--- src/core/dpch_consts.svh ---
// Constants for the drive procedure command handshake block
`ifndef DPCH_CONSTS_SVH
`define DPCH_CONSTS_SVH

`define DPCH_CTL_SET_BIT 0
`define DPCH_CTL_START_BIT 1
`define DPCH_STS_SET_BIT 0
`define DPCH_STS_RUN_BIT 1
`define DPCH_STS_BUSY_BIT 2
`define DPCH_STS_ERR_BIT 3
`define DPCH_DSW_CHANGE_BIT 5
`define DPCH_STS_RESET 8'h00
`define DPCH_DSW_RESET 16'h0000
`define DPCH_ATTR_TYPE_LSB 20
`define DPCH_ATTR_TYPE_MSB 22
`define DPCH_ATTR_PROC_BIT 19
`define DPCH_ATTR_LEN_LSB 16
`define DPCH_ATTR_LEN_MSB 18
`define DPCH_ATTR_LEN_MASK 32'h00070000
`define DPCH_ATTR_DEC_LSB 24
`define DPCH_ATTR_DEC_MSB 27
`define DPCH_ATTR_CONV_MSB 15

`endif

--- src/core/dpch_pkg.sv ---
// Types for the drive procedure command handshake block
package dpch_pkg;

  typedef enum logic [2:0] {
    DPCH_TYPE_BIN = 3'h0,
    DPCH_TYPE_UINT = 3'h1,
    DPCH_TYPE_SINT = 3'h2,
    DPCH_TYPE_HEX = 3'h3,
    DPCH_TYPE_STR = 3'h4,
    DPCH_TYPE_IDENT = 3'h5,
    DPCH_TYPE_FLOAT = 3'h6,
    DPCH_TYPE_RSVD = 3'h7
  } dpch_type_t;

  typedef enum logic [1:0] {
    DPCH_IDLE = 2'b00,
    DPCH_SET = 2'b01,
    DPCH_BUSY = 2'b10,
    DPCH_DONE = 2'b11
  } dpch_state_t;

endpackage

--- src/core/dpch_attr_if.sv ---
// Decoded attribute word fields passed from decoder to top
`timescale 1ns/10ps
interface dpch_attr_if;
  logic [2:0] data_type;
  logic type_valid;
  logic is_signed;
  logic is_float;
  logic fixed_len;
  logic len_valid;
  logic [3:0] elem_bytes;
  logic is_proc;
  logic [3:0] decimals;
  logic [15:0] conv_factor;
  modport dec (output data_type, type_valid, is_signed, is_float,
    fixed_len, len_valid, elem_bytes, is_proc, decimals, conv_factor);
  modport use_side (input data_type, type_valid, is_signed, is_float,
    fixed_len, len_valid, elem_bytes, is_proc, decimals, conv_factor);
endinterface

--- src/core/dpch_attr_decode.sv ---
// Decoder of the 32-bit parameter attribute word
`timescale 1ns/10ps
`include "dpch_consts.svh"
module dpch_attr_decode import dpch_pkg::*; (
  // Attribute word
  input wire logic [31:0] attr,
  // Decoded fields
  dpch_attr_if.dec dec
);
  wire logic [2:0] type_code;
  wire logic [2:0] len_code;
  assign type_code = attr[`DPCH_ATTR_TYPE_MSB:`DPCH_ATTR_TYPE_LSB];
  assign len_code = attr[`DPCH_ATTR_LEN_MSB:`DPCH_ATTR_LEN_LSB];

  assign dec.data_type = type_code;
  assign dec.type_valid = (type_code != DPCH_TYPE_RSVD);
  assign dec.is_signed = (type_code == DPCH_TYPE_SINT) ||
    (type_code == DPCH_TYPE_FLOAT);
  assign dec.is_float = (type_code == DPCH_TYPE_FLOAT);
  // Code 000 reserved, 001..011 fixed 2/4/8 bytes
  assign dec.len_valid = (len_code != 3'h0);
  assign dec.fixed_len = ~len_code[2];
  // Fixed: 2<<(code-1); variable: element 1<<(code-4)
  assign dec.elem_bytes = len_code[2] ?
    (4'h1 << len_code[1:0]) :
    ((len_code == 3'h0) ? 4'h0 : (4'h1 << len_code[1:0]));
  assign dec.is_proc = attr[`DPCH_ATTR_PROC_BIT];
  assign dec.decimals = attr[`DPCH_ATTR_DEC_MSB:`DPCH_ATTR_DEC_LSB];
  assign dec.conv_factor = attr[`DPCH_ATTR_CONV_MSB:0];
endmodule // dpch_attr_decode

--- src/core/dpch_sync.sv ---
// Two-flop synchroniser for a level from outside the clock domain
`timescale 1ns/10ps
module dpch_sync (
  // Clock and reset
  input wire logic clk,
  input wire logic sys_rst,
  input wire logic clk_en,
  // Level
  input wire logic d,
  output logic q
);
  logic meta_ff;
  always_ff @(posedge clk or posedge sys_rst) begin
    if (sys_rst) begin
      meta_ff <= 1'b0;
      q <= 1'b0;
    end else if (clk_en) begin
      meta_ff <= d;
      q <= meta_ff;
    end
  end
endmodule // dpch_sync

--- src/core/dpch_core.sv ---
// Drive-side procedure command handshake with attribute decoding
`timescale 1ns/10ps
`include "dpch_consts.svh"
// Contract
// - Attribute type codes 000..111 decoded, 111 reserved
// - Length field mask 00070000, fixed 2/4/8, 000
// - Length codes 100..111 variable, 1/2/4/8-byte elements
// - Control bit 0 sets or cancels procedure
// - Control bit 1 starts or interrupts procedure
// - Status bit 0 reads one while set
// - Status bit 1 reads one while running
// - Status bit 2 busy until finished correctly; code also clears it on failure, with bit 3 set
// - Status bit 3 flags failed execution
// - Control bits echoed, device drives bits 2,3; code echoes bit 1 only when bit 0 is written as one, else it reads zero
// - Change flag on busy fall or error rise
// - Status word sent in every cyclic reply
// - Change flag cleared when idle or control changes
// - Write of zero clears status and change flag
module dpch_core import dpch_pkg::*; (
  // Clock, reset, enable
  input wire logic clk,
  input wire logic sys_rst,
  input wire logic clk_en,
  // Procedure command write from service channel
  input wire logic cmd_wr,
  input wire logic [7:0] cmd_wdata,
  // Procedure execution report from drive function
  input wire logic proc_done,
  input wire logic proc_fail,
  // Cyclic reply strobe and drive status word from other logic
  input wire logic cycle_tick,
  input wire logic [15:0] dsw_in,
  // Attribute word of the addressed parameter
  input wire logic [31:0] attr_word,
  // Procedure command status read value
  output logic [7:0] proc_status,
  // Control outputs to drive function
  output logic proc_armed,
  output logic proc_run,
  // Drive status word for the cyclic reply
  output logic [15:0] reply_dsw,
  output logic reply_valid,
  // Decoded attribute
  output logic [2:0] attr_type,
  output logic attr_type_ok,
  output logic attr_fixed,
  output logic attr_len_ok,
  output logic [3:0] attr_elem_bytes
);
  dpch_attr_if attr_bus ();

  logic done_s;
  logic fail_s;
  dpch_state_t state_ff, nxt_state;
  logic set_ff, run_ff, busy_ff, err_ff, chg_ff;
  logic nxt_set, nxt_run, nxt_busy, nxt_err, nxt_chg;

  // Drive function reports come from outside this clock
  dpch_sync u_sync_done (
    .clk(clk),
    .sys_rst(sys_rst),
    .clk_en(clk_en),
    .d(proc_done),
    .q(done_s)
  );

  dpch_sync u_sync_fail (
    .clk(clk),
    .sys_rst(sys_rst),
    .clk_en(clk_en),
    .d(proc_fail),
    .q(fail_s)
  );

  dpch_attr_decode u_attr (
    .attr(attr_word),
    .dec(attr_bus)
  );

  // Write decode; only bits 0 and 1 matter
  wire logic wr_set;
  wire logic wr_run;
  wire logic ctl_change;
  wire logic wr_zero;
  wire logic busy_fall;
  wire logic err_rise;
  assign wr_set = cmd_wdata[`DPCH_CTL_SET_BIT];
  assign wr_run = cmd_wdata[`DPCH_CTL_START_BIT];
  assign ctl_change = cmd_wr && ((wr_set != set_ff) || (wr_run != run_ff));
  assign wr_zero = cmd_wr && !wr_set && !wr_run;
  // A drop forced by cancel is not a completion event
  assign busy_fall = busy_ff && !nxt_busy && nxt_set;
  assign err_rise = !err_ff && nxt_err;

  always_comb begin
    nxt_state = state_ff;
    nxt_set = set_ff;
    nxt_run = run_ff;
    nxt_busy = busy_ff;
    nxt_err = err_ff;
    if (cmd_wr) begin
      nxt_set = wr_set;
      nxt_run = wr_set && wr_run;
    end
    case (state_ff)
      DPCH_IDLE: begin
        if (nxt_set && nxt_run) begin
          nxt_state = DPCH_BUSY; // Set and start in one write
          nxt_busy = 1'b1;
          nxt_err = 1'b0;
        end else if (nxt_set) begin
          nxt_state = DPCH_SET;
        end
      end
      DPCH_SET: begin
        if (!nxt_set) begin
          nxt_state = DPCH_IDLE;
        end else if (nxt_run) begin
          nxt_state = DPCH_BUSY;
          nxt_busy = 1'b1;
          nxt_err = 1'b0;
        end
      end
      DPCH_BUSY: begin
        if (!nxt_set) begin
          nxt_state = DPCH_IDLE;
        end else if (!nxt_run) begin
          nxt_state = DPCH_SET; // Interrupted, busy stays
        end else if (fail_s) begin
          nxt_state = DPCH_DONE;
          nxt_err = 1'b1;
          nxt_busy = 1'b0;
        end else if (done_s) begin
          nxt_state = DPCH_DONE;
          nxt_busy = 1'b0;
        end
      end
      DPCH_DONE: begin
        if (!nxt_set) begin
          nxt_state = DPCH_IDLE;
        end else if (!nxt_run) begin
          nxt_state = DPCH_SET;
        end
      end
      default: begin
        nxt_state = DPCH_IDLE;
      end
    endcase
    if (!nxt_set) begin
      nxt_busy = 1'b0;
      nxt_err = 1'b0;
    end
  end

  // Event set wins over clear; clear when idle or master changes state
  always_comb begin
    if (busy_fall || err_rise) begin
      nxt_chg = 1'b1;
    end else if (!nxt_set || ctl_change || wr_zero) begin
      nxt_chg = 1'b0;
    end else begin
      nxt_chg = chg_ff;
    end
  end

  always_ff @(posedge clk or posedge sys_rst) begin
    if (sys_rst) begin
      state_ff <= DPCH_IDLE;
      set_ff <= 1'b0;
      run_ff <= 1'b0;
      busy_ff <= 1'b0;
      err_ff <= 1'b0;
      chg_ff <= 1'b0;
    end else if (clk_en) begin
      state_ff <= nxt_state;
      set_ff <= nxt_set;
      run_ff <= nxt_run;
      busy_ff <= nxt_busy;
      err_ff <= nxt_err;
      chg_ff <= nxt_chg;
    end
  end

  // Registered outputs
  always_ff @(posedge clk or posedge sys_rst) begin
    if (sys_rst) begin
      proc_status <= `DPCH_STS_RESET;
      proc_armed <= 1'b0;
      proc_run <= 1'b0;
      reply_dsw <= `DPCH_DSW_RESET;
      reply_valid <= 1'b0;
      attr_type <= 3'h0;
      attr_type_ok <= 1'b0;
      attr_fixed <= 1'b0;
      attr_len_ok <= 1'b0;
      attr_elem_bytes <= 4'h0;
    end else if (clk_en) begin
      proc_status <= {4'h0, nxt_err, nxt_busy, nxt_run,
        nxt_set};
      proc_armed <= nxt_set;
      proc_run <= nxt_run;
      reply_valid <= cycle_tick;
      if (cycle_tick) begin
        reply_dsw <= {dsw_in[15:6], chg_ff, dsw_in[4:0]};
      end
      attr_type <= attr_bus.data_type;
      attr_type_ok <= attr_bus.type_valid;
      attr_fixed <= attr_bus.fixed_len;
      attr_len_ok <= attr_bus.len_valid;
      attr_elem_bytes <= attr_bus.elem_bytes;
    end
  end

  // Assertions
  property p_busy_fall_sets_change;
    @(posedge clk) disable iff (sys_rst)
      (clk_en && busy_ff && !nxt_busy && nxt_set) |=> chg_ff;
  endproperty
  a_busy_fall_sets_change: assert property (p_busy_fall_sets_change)
    else $error("change flag not set on busy fall");

  property p_err_rise_sets_change;
    @(posedge clk) disable iff (sys_rst)
      (clk_en && !err_ff && nxt_err) |=> (chg_ff && err_ff);
  endproperty
  a_err_rise_sets_change: assert property (p_err_rise_sets_change)
    else $error("change flag not set on error rise");

  property p_zero_clears;
    @(posedge clk) disable iff (sys_rst)
      (clk_en && wr_zero) |=> (proc_status == 8'h00 && !chg_ff);
  endproperty
  a_zero_clears: assert property (p_zero_clears)
    else $error("write of zero did not clear status");

  property p_idle_no_change;
    @(posedge clk) disable iff (sys_rst)
      !set_ff |-> !chg_ff;
  endproperty
  a_idle_no_change: assert property (p_idle_no_change)
    else $error("change flag set while no procedure active");

  property p_echo;
    @(posedge clk) disable iff (sys_rst)
      (clk_en && cmd_wr) |=> (proc_status[0] == $past(cmd_wdata[0]) &&
        proc_status[1] == $past(cmd_wdata[0] && cmd_wdata[1]));
  endproperty
  a_echo: assert property (p_echo)
    else $error("control bits not mirrored");

  property p_reserved_zero;
    @(posedge clk) disable iff (sys_rst)
      proc_status[7:4] == 4'h0;
  endproperty
  a_reserved_zero: assert property (p_reserved_zero)
    else $error("reserved status bits not zero");

  property p_start_busy;
    @(posedge clk) disable iff (sys_rst)
      (clk_en && state_ff == DPCH_SET && nxt_set && nxt_run)
        |=> (busy_ff && proc_status[2]);
  endproperty
  a_start_busy: assert property (p_start_busy)
    else $error("busy not raised on start");

  property p_one_step_start;
    @(posedge clk) disable iff (sys_rst)
      (clk_en && state_ff == DPCH_IDLE && nxt_set && nxt_run)
        |=> (proc_status == 8'h07);
  endproperty
  a_one_step_start: assert property (p_one_step_start)
    else $error("set and start did not raise busy");

  property p_reply_carries_change;
    @(posedge clk) disable iff (sys_rst)
      (clk_en && cycle_tick) |=> (reply_valid &&
        reply_dsw[5] == $past(chg_ff));
  endproperty
  a_reply_carries_change: assert property (p_reply_carries_change)
    else $error("reply word lacks change flag");

  property p_fail_error;
    @(posedge clk) disable iff (sys_rst)
      (clk_en && state_ff == DPCH_BUSY && nxt_set && nxt_run && fail_s)
        |=> proc_status[3];
  endproperty
  a_fail_error: assert property (p_fail_error)
    else $error("error bit not set on failure");

  property p_reserved_len;
    @(posedge clk) disable iff (sys_rst)
      (attr_word[18:16] == 3'h0) |-> !attr_bus.len_valid;
  endproperty
  a_reserved_len: assert property (p_reserved_len)
    else $error("reserved length code accepted");

  c_done: cover property (@(posedge clk) disable iff (sys_rst)
    state_ff == DPCH_BUSY ##1 state_ff == DPCH_DONE && !err_ff);
  c_fail: cover property (@(posedge clk) disable iff (sys_rst)
    state_ff == DPCH_DONE && err_ff);
  c_interrupt: cover property (@(posedge clk) disable iff (sys_rst)
    state_ff == DPCH_BUSY ##1 state_ff == DPCH_SET);
  c_resume: cover property (@(posedge clk) disable iff (sys_rst)
    state_ff == DPCH_SET && busy_ff ##1 state_ff == DPCH_BUSY);
endmodule // dpch_core

--- config.mk ---
export PLATFORM = sky130hd
export DESIGN_NAME = dpch_core
export DESIGN_NICKNAME = d
export VERILOG_FILES = /design/src/core/dpch_pkg.sv /design/src/core/dpch_attr_if.sv /design/src/core/dpch_attr_decode.sv /design/src/core/dpch_sync.sv /design/src/core/dpch_core.sv
export VERILOG_INCLUDE_DIRS = /design/src /design/src/core
export SDC_FILE = /design/constraint.sdc
export NUM_CORES = 1
export LEC_CHECK = 0
export BUFFER_PORTS_ARGS = -buffer_cell sky130_fd_sc_hd__buf_2
export CAP_MARGIN = 20
export CORE_MARGIN = 4
export CORE_UTILIZATION = 40
export DETAILED_ROUTE_END_ITERATION = 7
export PLACE_DENSITY = 0.86
export SLEW_MARGIN = 10
export SYNTH_ARGS = -nofsm -noshare
export SYNTH_HDL_FRONTEND = slang
export SYNTH_SLANG_ARGS = --single-unit
export TNS_END_PERCENT = 1
--- constraint.sdc ---
create_clock -name clk -period 2.04 [get_ports clk]
set_clock_uncertainty 0.2 [all_clocks]
set_input_delay 0.102 -clock clk [delete_from_list [all_inputs] [get_ports clk]]
set_output_delay 0.102 -clock clk [all_outputs]
set_load 0.02 [all_outputs]
# After elaboration in Yosys (flattened, before gate mapping)
# Index checks and enable logic that the tools add are counted.
# classes
shifts	1
div	0
n_mul	0
n_addsub	0
bitwise	1
n_eq_ne	10
mux	30
magnitude_cmp	0
reduce_logical	24
# ops
cell	n
$mux 2	10
$mux 1	15
$ne 3x3->1 const B	4
$logic_and 1x1->1	8
$mux 4	2
$pmux 2 s4	1
$pmux 1 s3	2
$logic_not 1->1	5
$ne 5x3->1 const B	1
$reduce_and 5->1	1
$eq 2x2->1 const B	2
$logic_or 1x1->1	4
$reduce_and 2->1	2
$shl 1x2->4 const A	1
$logic_not 3->1	1
$reduce_bool 3->1	1
$eq 2x1->1 const B	1
$logic_not 2->1	1
$ne 1x1->1	2
$reduce_bool 2->1	1
$not 1->1	1
# word_totals
romBits	0
ram_bits	0
register_bits	42
n_memories	0
latchBits	0

# Depth between registers and ports, before layout
# depth
word_depth	12
depth_mapped	4

# Hierarchy
# From an unflattened synthesis, not the netlist that was laid out.
# hier_totals
cells_unflattened	153
hier_area_um2	1928.1
# by_module_without_submodules
mod	instances	area_each_um2	cells_per_inst
dpch_core	1	1535.2	110
dpch_attr_decode	1	240.2	33
dpch_sync	2	76.3	5

# Worst setup path before layout
# Ideal clock, no wire load.
# synth_timing
path_type	register to register
start	register, netlist name proc_status[1]
end	register state_ff[1]
period_less_slack_ns	1.459
required_ns	1.715
setup_ns	0.125
stages_incl_launch_ff	4
slack_ns	0.581
n_path_buf	0
arrival_ns	1.134
path_cell_list	dfrtp_1 -> and2b_1 -> a22o_1 -> mux2_2
# synth_lines
element	line_no	rtl
to (signal assigned)	dpch_core.sv:175	state_ff <= nxt_state;
to (decl)	dpch_core.sv:54	dpch_state_t state_ff, nxt_state;

# Worst setup path after layout
# layout_timing
start	input cmd_wr
end	register proc_status[2]
# layout_between
elab_chain_cells	5
elab_cells_between_ends	8
classes_between	mux (7); reduce/logical (1)
# layout_rtl
element	line_no	rtl
from (decl)	dpch_core.sv:25	input wire logic cmd_wr,
$mux 1	dpch_core.sv:101	if (cmd_wr) begin
$logic_and 1x1->1	dpch_core.sv:107	if (nxt_set && nxt_run) begin
$mux 1	dpch_core.sv:107	
$pmux 1 s3	dpch_core.sv:105	case (state_ff)
$mux 1 (*)	dpch_core.sv:149	if (!nxt_set) begin
to (signal assigned)	dpch_core.sv:187	proc_status <= `DPCH_STS_RESET;
to (signal assigned)	dpch_core.sv:198	proc_status <= {4'h0, nxt_err, nxt_busy, nxt_run,
to (decl)	dpch_core.sv:36	output logic [7:0] proc_status,
# Mark *: on every way between the ends. The rest lies on a longest branch, timed or not.
# A chain may end at the register's enable or synchronous reset.

==> impl_metrics.env <==
export IMPL_vdd_drop_max_uv=595
export IMPL_power_switching_w=0.000521
export IMPL_port_buffers=62
export IMPL_swShare_pct=28.5
export IMPL_grt_overflow=0
export IMPL_path_clk_slew_ns=0.07
export IMPL_cts_tree="done"
export IMPL_htree_levels=2
export IMPL_async_flop_share_pct=100
export IMPL_ant_nets=0
export IMPL_slew_headroom_pct=66.9
export IMPL_cap_violations=0
export IMPL_p_seq_share_pct=48.7
export IMPL_pwr_share_clk_pct=28.1
export IMPL_p_comb_share_pct=23.2
export IMPL_insertion_delay_ns=0.28
export IMPL_pin_count=100
export IMPL_routabilityCongestion=0.845
export IMPL_placed_area_um2=1940
export IMPL_hold_class="in2reg"
export IMPL_yosys_area_top_type="dfrtp_1"
export IMPL_grt_pass1_vias=1356
export IMPL_endpoint_kind="flip-flop"
export IMPL_start_util_pct=42.8
export IMPL_diodes=0
export IMPL_core_area_um2=3800
export IMPL_grt_pass1_wl_um=5980
export IMPL_drive_above_1_share_pct=42.9
export IMPL_final_setup_viol_count=0
export IMPL_final_area_um2=2330
export IMPL_vias_per_cell=4.70
export IMPL_dp_cells=236
export IMPL_synth_warnings=0
export IMPL_drtIter0Drc=86
export IMPL_cp_start_kind="input port"
export IMPL_finalCriticalPeriod_ns=1.55
export IMPL_crit_arrival_ns=1.50
export IMPL_num_nets_final=288
export IMPL_syn_avg_cell_area_um2=12.2
export IMPL_synth_area_leaders="dfrtp_1, mux2_2, buf_4, o21ai_0, inv_1"
export IMPL_post_route_period_util_pct=75.9
export IMPL_cts_sinks=38
export IMPL_rsz0062_at_grt="false"
export IMPL_nFillCells=307
export IMPL_grt_use_total_pct=14.6
export IMPL_wl_per_cell_um=12.7
export IMPL_slowest_delay_ns=0.53
export IMPL_max_freq_ghz=0.646
export IMPL_synth_seq_area_share_pct=58.6
export IMPL_finalHoldViolations=0
export IMPL_crit_buf_inv=2
export IMPL_syn2layout_area_growth_pct=43.5
export IMPL_p_leak_nw=1.13
export IMPL_numCtsBuffers=5
export IMPL_row_count=22
export IMPL_fp_dieH_um=71.7
export IMPL_synth_cell_types=29
export IMPL_register_area_um2=951
export IMPL_ys_seq_elements=38
export IMPL_fp_dieW_um=71.7
export IMPL_path_class="in2reg"
export IMPL_fp_dieArea_um2=5140
export IMPL_powerDensity_nw_per_um2=784
export IMPL_cts_root_buf="clkbuf_8"
export IMPL_wl_um=3480
export IMPL_hpwlAfterDp_um=2280
export IMPL_slew_viol_final=0
export IMPL_status="finished clean"
export IMPL_post_route_drc_count=0
export IMPL_synth_top_area_share_pct=58.6
export IMPL_syn_inst=133
export IMPL_internal_power_w=0.00131
export IMPL_drt_first_pass_iters=4
export IMPL_required_ns=1.99
export IMPL_fin_setup_tns_ns=0
export IMPL_mappedNetlistArea_um2=1620
export IMPL_clockBufferDepth=2
export IMPL_synth_edf_count=0
export IMPL_antenna_found_initial=0
export IMPL_grt_start_max_net_pins=39
export IMPL_path_cells="dlygate4sd3_1 -> buf_2 -> and2b_1 -> a21oi_1 -> o311ai_0 -> nand3_1"
export IMPL_vias=1289
export IMPL_critPathTopFamily="buffers and inverters"
export IMPL_critPathMaxFanout=7
export IMPL_slowest_stage="dlygate4sd3_1"
export IMPL_multi_input_area_um2=571
export IMPL_worst_pin_slew_ns=0.491
export IMPL_fin_cells=274
export IMPL_ys_flop_type="dfrtp_1"
[metrics by stage]
step                utilization [%]  total power (W)  worst slack, ns  hold slack [ns]
floorplan                         -          0.00116            0.581         -0.00893
global placement               51.1          0.00127            0.558           0.0436
detailed placement             51.1          0.00129            0.565           0.0502
CTS                            61.1          0.00185           0.0487           0.0497
global route                   61.3          0.00195            0.308           0.0840
finish                         61.3          0.00183            0.492           0.0272
[synth_stat cells, types with 2 or more instances]
cell      number
dfrtp_1       38
mux2_2        24
inv_1          9
buf_4          8
o21ai_0        8
nand2_1        7
a21oi_1        6
nor2_1         5
buf_2          4
nand3_1        3
nand3b_1       2
o311ai_0       2
[per-layer routing]
layer | GRT usage [%] | vias up | part of all wire, %
li1 | - | 623 | -
met1 | 15.7 | 617 | 39
met2 | 26.9 | 44 | 54
met3 | 5.33 | 5 | 6.2
met4 | 3.76 | 0 | 0.89
met5 | 0 | - | 0
[sequential cells by signal, summed over array words and instances, names as in the netlist]
name / count
reply_valid: 1
attr_elem_bytes: 4
proc_status: 3
u_sync_done.q: 1
reply_dsw: 16
u_sync_fail.q: 1
chg_ff: 1
attr_len_ok: 1
u_sync_done.meta_ff: 1
attr_fixed: 1
attr_type: 3
attr_type_ok: 1
u_sync_fail.meta_ff: 1
err_ff: 1
state_ff: 2
[cell type report]
cell class	instances	area share, %
Clock buffer	7	3.71
Clock inverter	1	0.215
Inverter	9	1.45
Multi-Input combinational cell	77	24.5
Sequential cell	38	40.8
Tap cell	48	2.58
Timing Repair Buffer	94	26.7
[power by group through the flow]
stage / sequential [W] / clock [W] / combinational (W)
3_3_place_gp: 0.000899 / 0 / 0.000374
2_1_floorplan: 0.000985 / 0 / 0.000176
4_1_cts: 0.000891 / 0.000534 / 0.000428
3_5_place_dp: 0.000905 / 0 / 0.000383
5_1_grt: 0.000905 / 0.000577 / 0.000465
6_report: 0.000890 / 0.000513 / 0.000424
[timing repair]
item / 4_1_cts / 5_1_grt
hold buffers: 29 / 1
resized for setup: 0 / 1
hold endpoints to repair: 66 / 1
endpoints found under the setup margin: 0 / 1
setup buffers: 0 / 1
[placed cells by master, fill, tap and decap left out]
cell / instances
clkbuf_1: 1
nand3b_1: 2
o22ai_1: 1
mux2_2: 24
nor2_1: 5
xnor2_1: 1
o2bb2ai_1: 1
clkbuf_8: 6
and2_1: 1
o32ai_1: 1
nand3_1: 3
nor3_1: 1
nand2_2: 1
o21ai_1: 1
nand2_1: 7
a41oi_1: 1
o21ai_0: 7
nor2b_1: 1
dlygate4sd3_1: 29
a21boi_0: 1
and2b_1: 1
buf_4: 3
conb_1: 4
or3_1: 1
mux2_1: 1
buf_2: 62
a21oi_1: 6
a22o_1: 1
mux2i_1: 1
nand2b_1: 1
dfrtp_1: 38
inv_1: 9
clkinv_2: 1
o311ai_0: 2
[path summary, 6_finish.rpt]
kind / from / endpoint / slack (ns) / cells after the start
hold / removal: clk_en / proc_status[1] / 0.03 / 3
min in group asynchronous: sys_rst / reply_dsw[15] / 0.28 / 4
hold reg to reg: reply_dsw[15] / reply_dsw[15] / 0.30 / 1
setup / recovery: cmd_wr / proc_status[2] / 0.49 / 6
setup reg to reg: proc_status[0] / err_ff / 0.54 / 4
max in group asynchronous: sys_rst / reply_valid / 1.03 / 4
[kinds of logic (layout without fill, tap and decap cells)]
kind of cell / after synthesis / after routing / synth area share, %
flip-flops: 38 / 38 / 58.6
multiplexers: 26 / 26 / 18.0
AND/OR/NAND/NOR: 24 / 24 / 7.32
AO/OA/AOI/OAI: 22 / 22 / 8.40
buffers and inverters: 21 / 111 / 7.01
other: 1 / 4 / 0.231
XOR/XNOR: 1 / 1 / 0.539
[worst min-delay path, cell delays in order]
cell	delay (ns)
buf_2	0.20
nand2_1	0.11
o21ai_1	0.06
(Power assumes the default switching activity.)
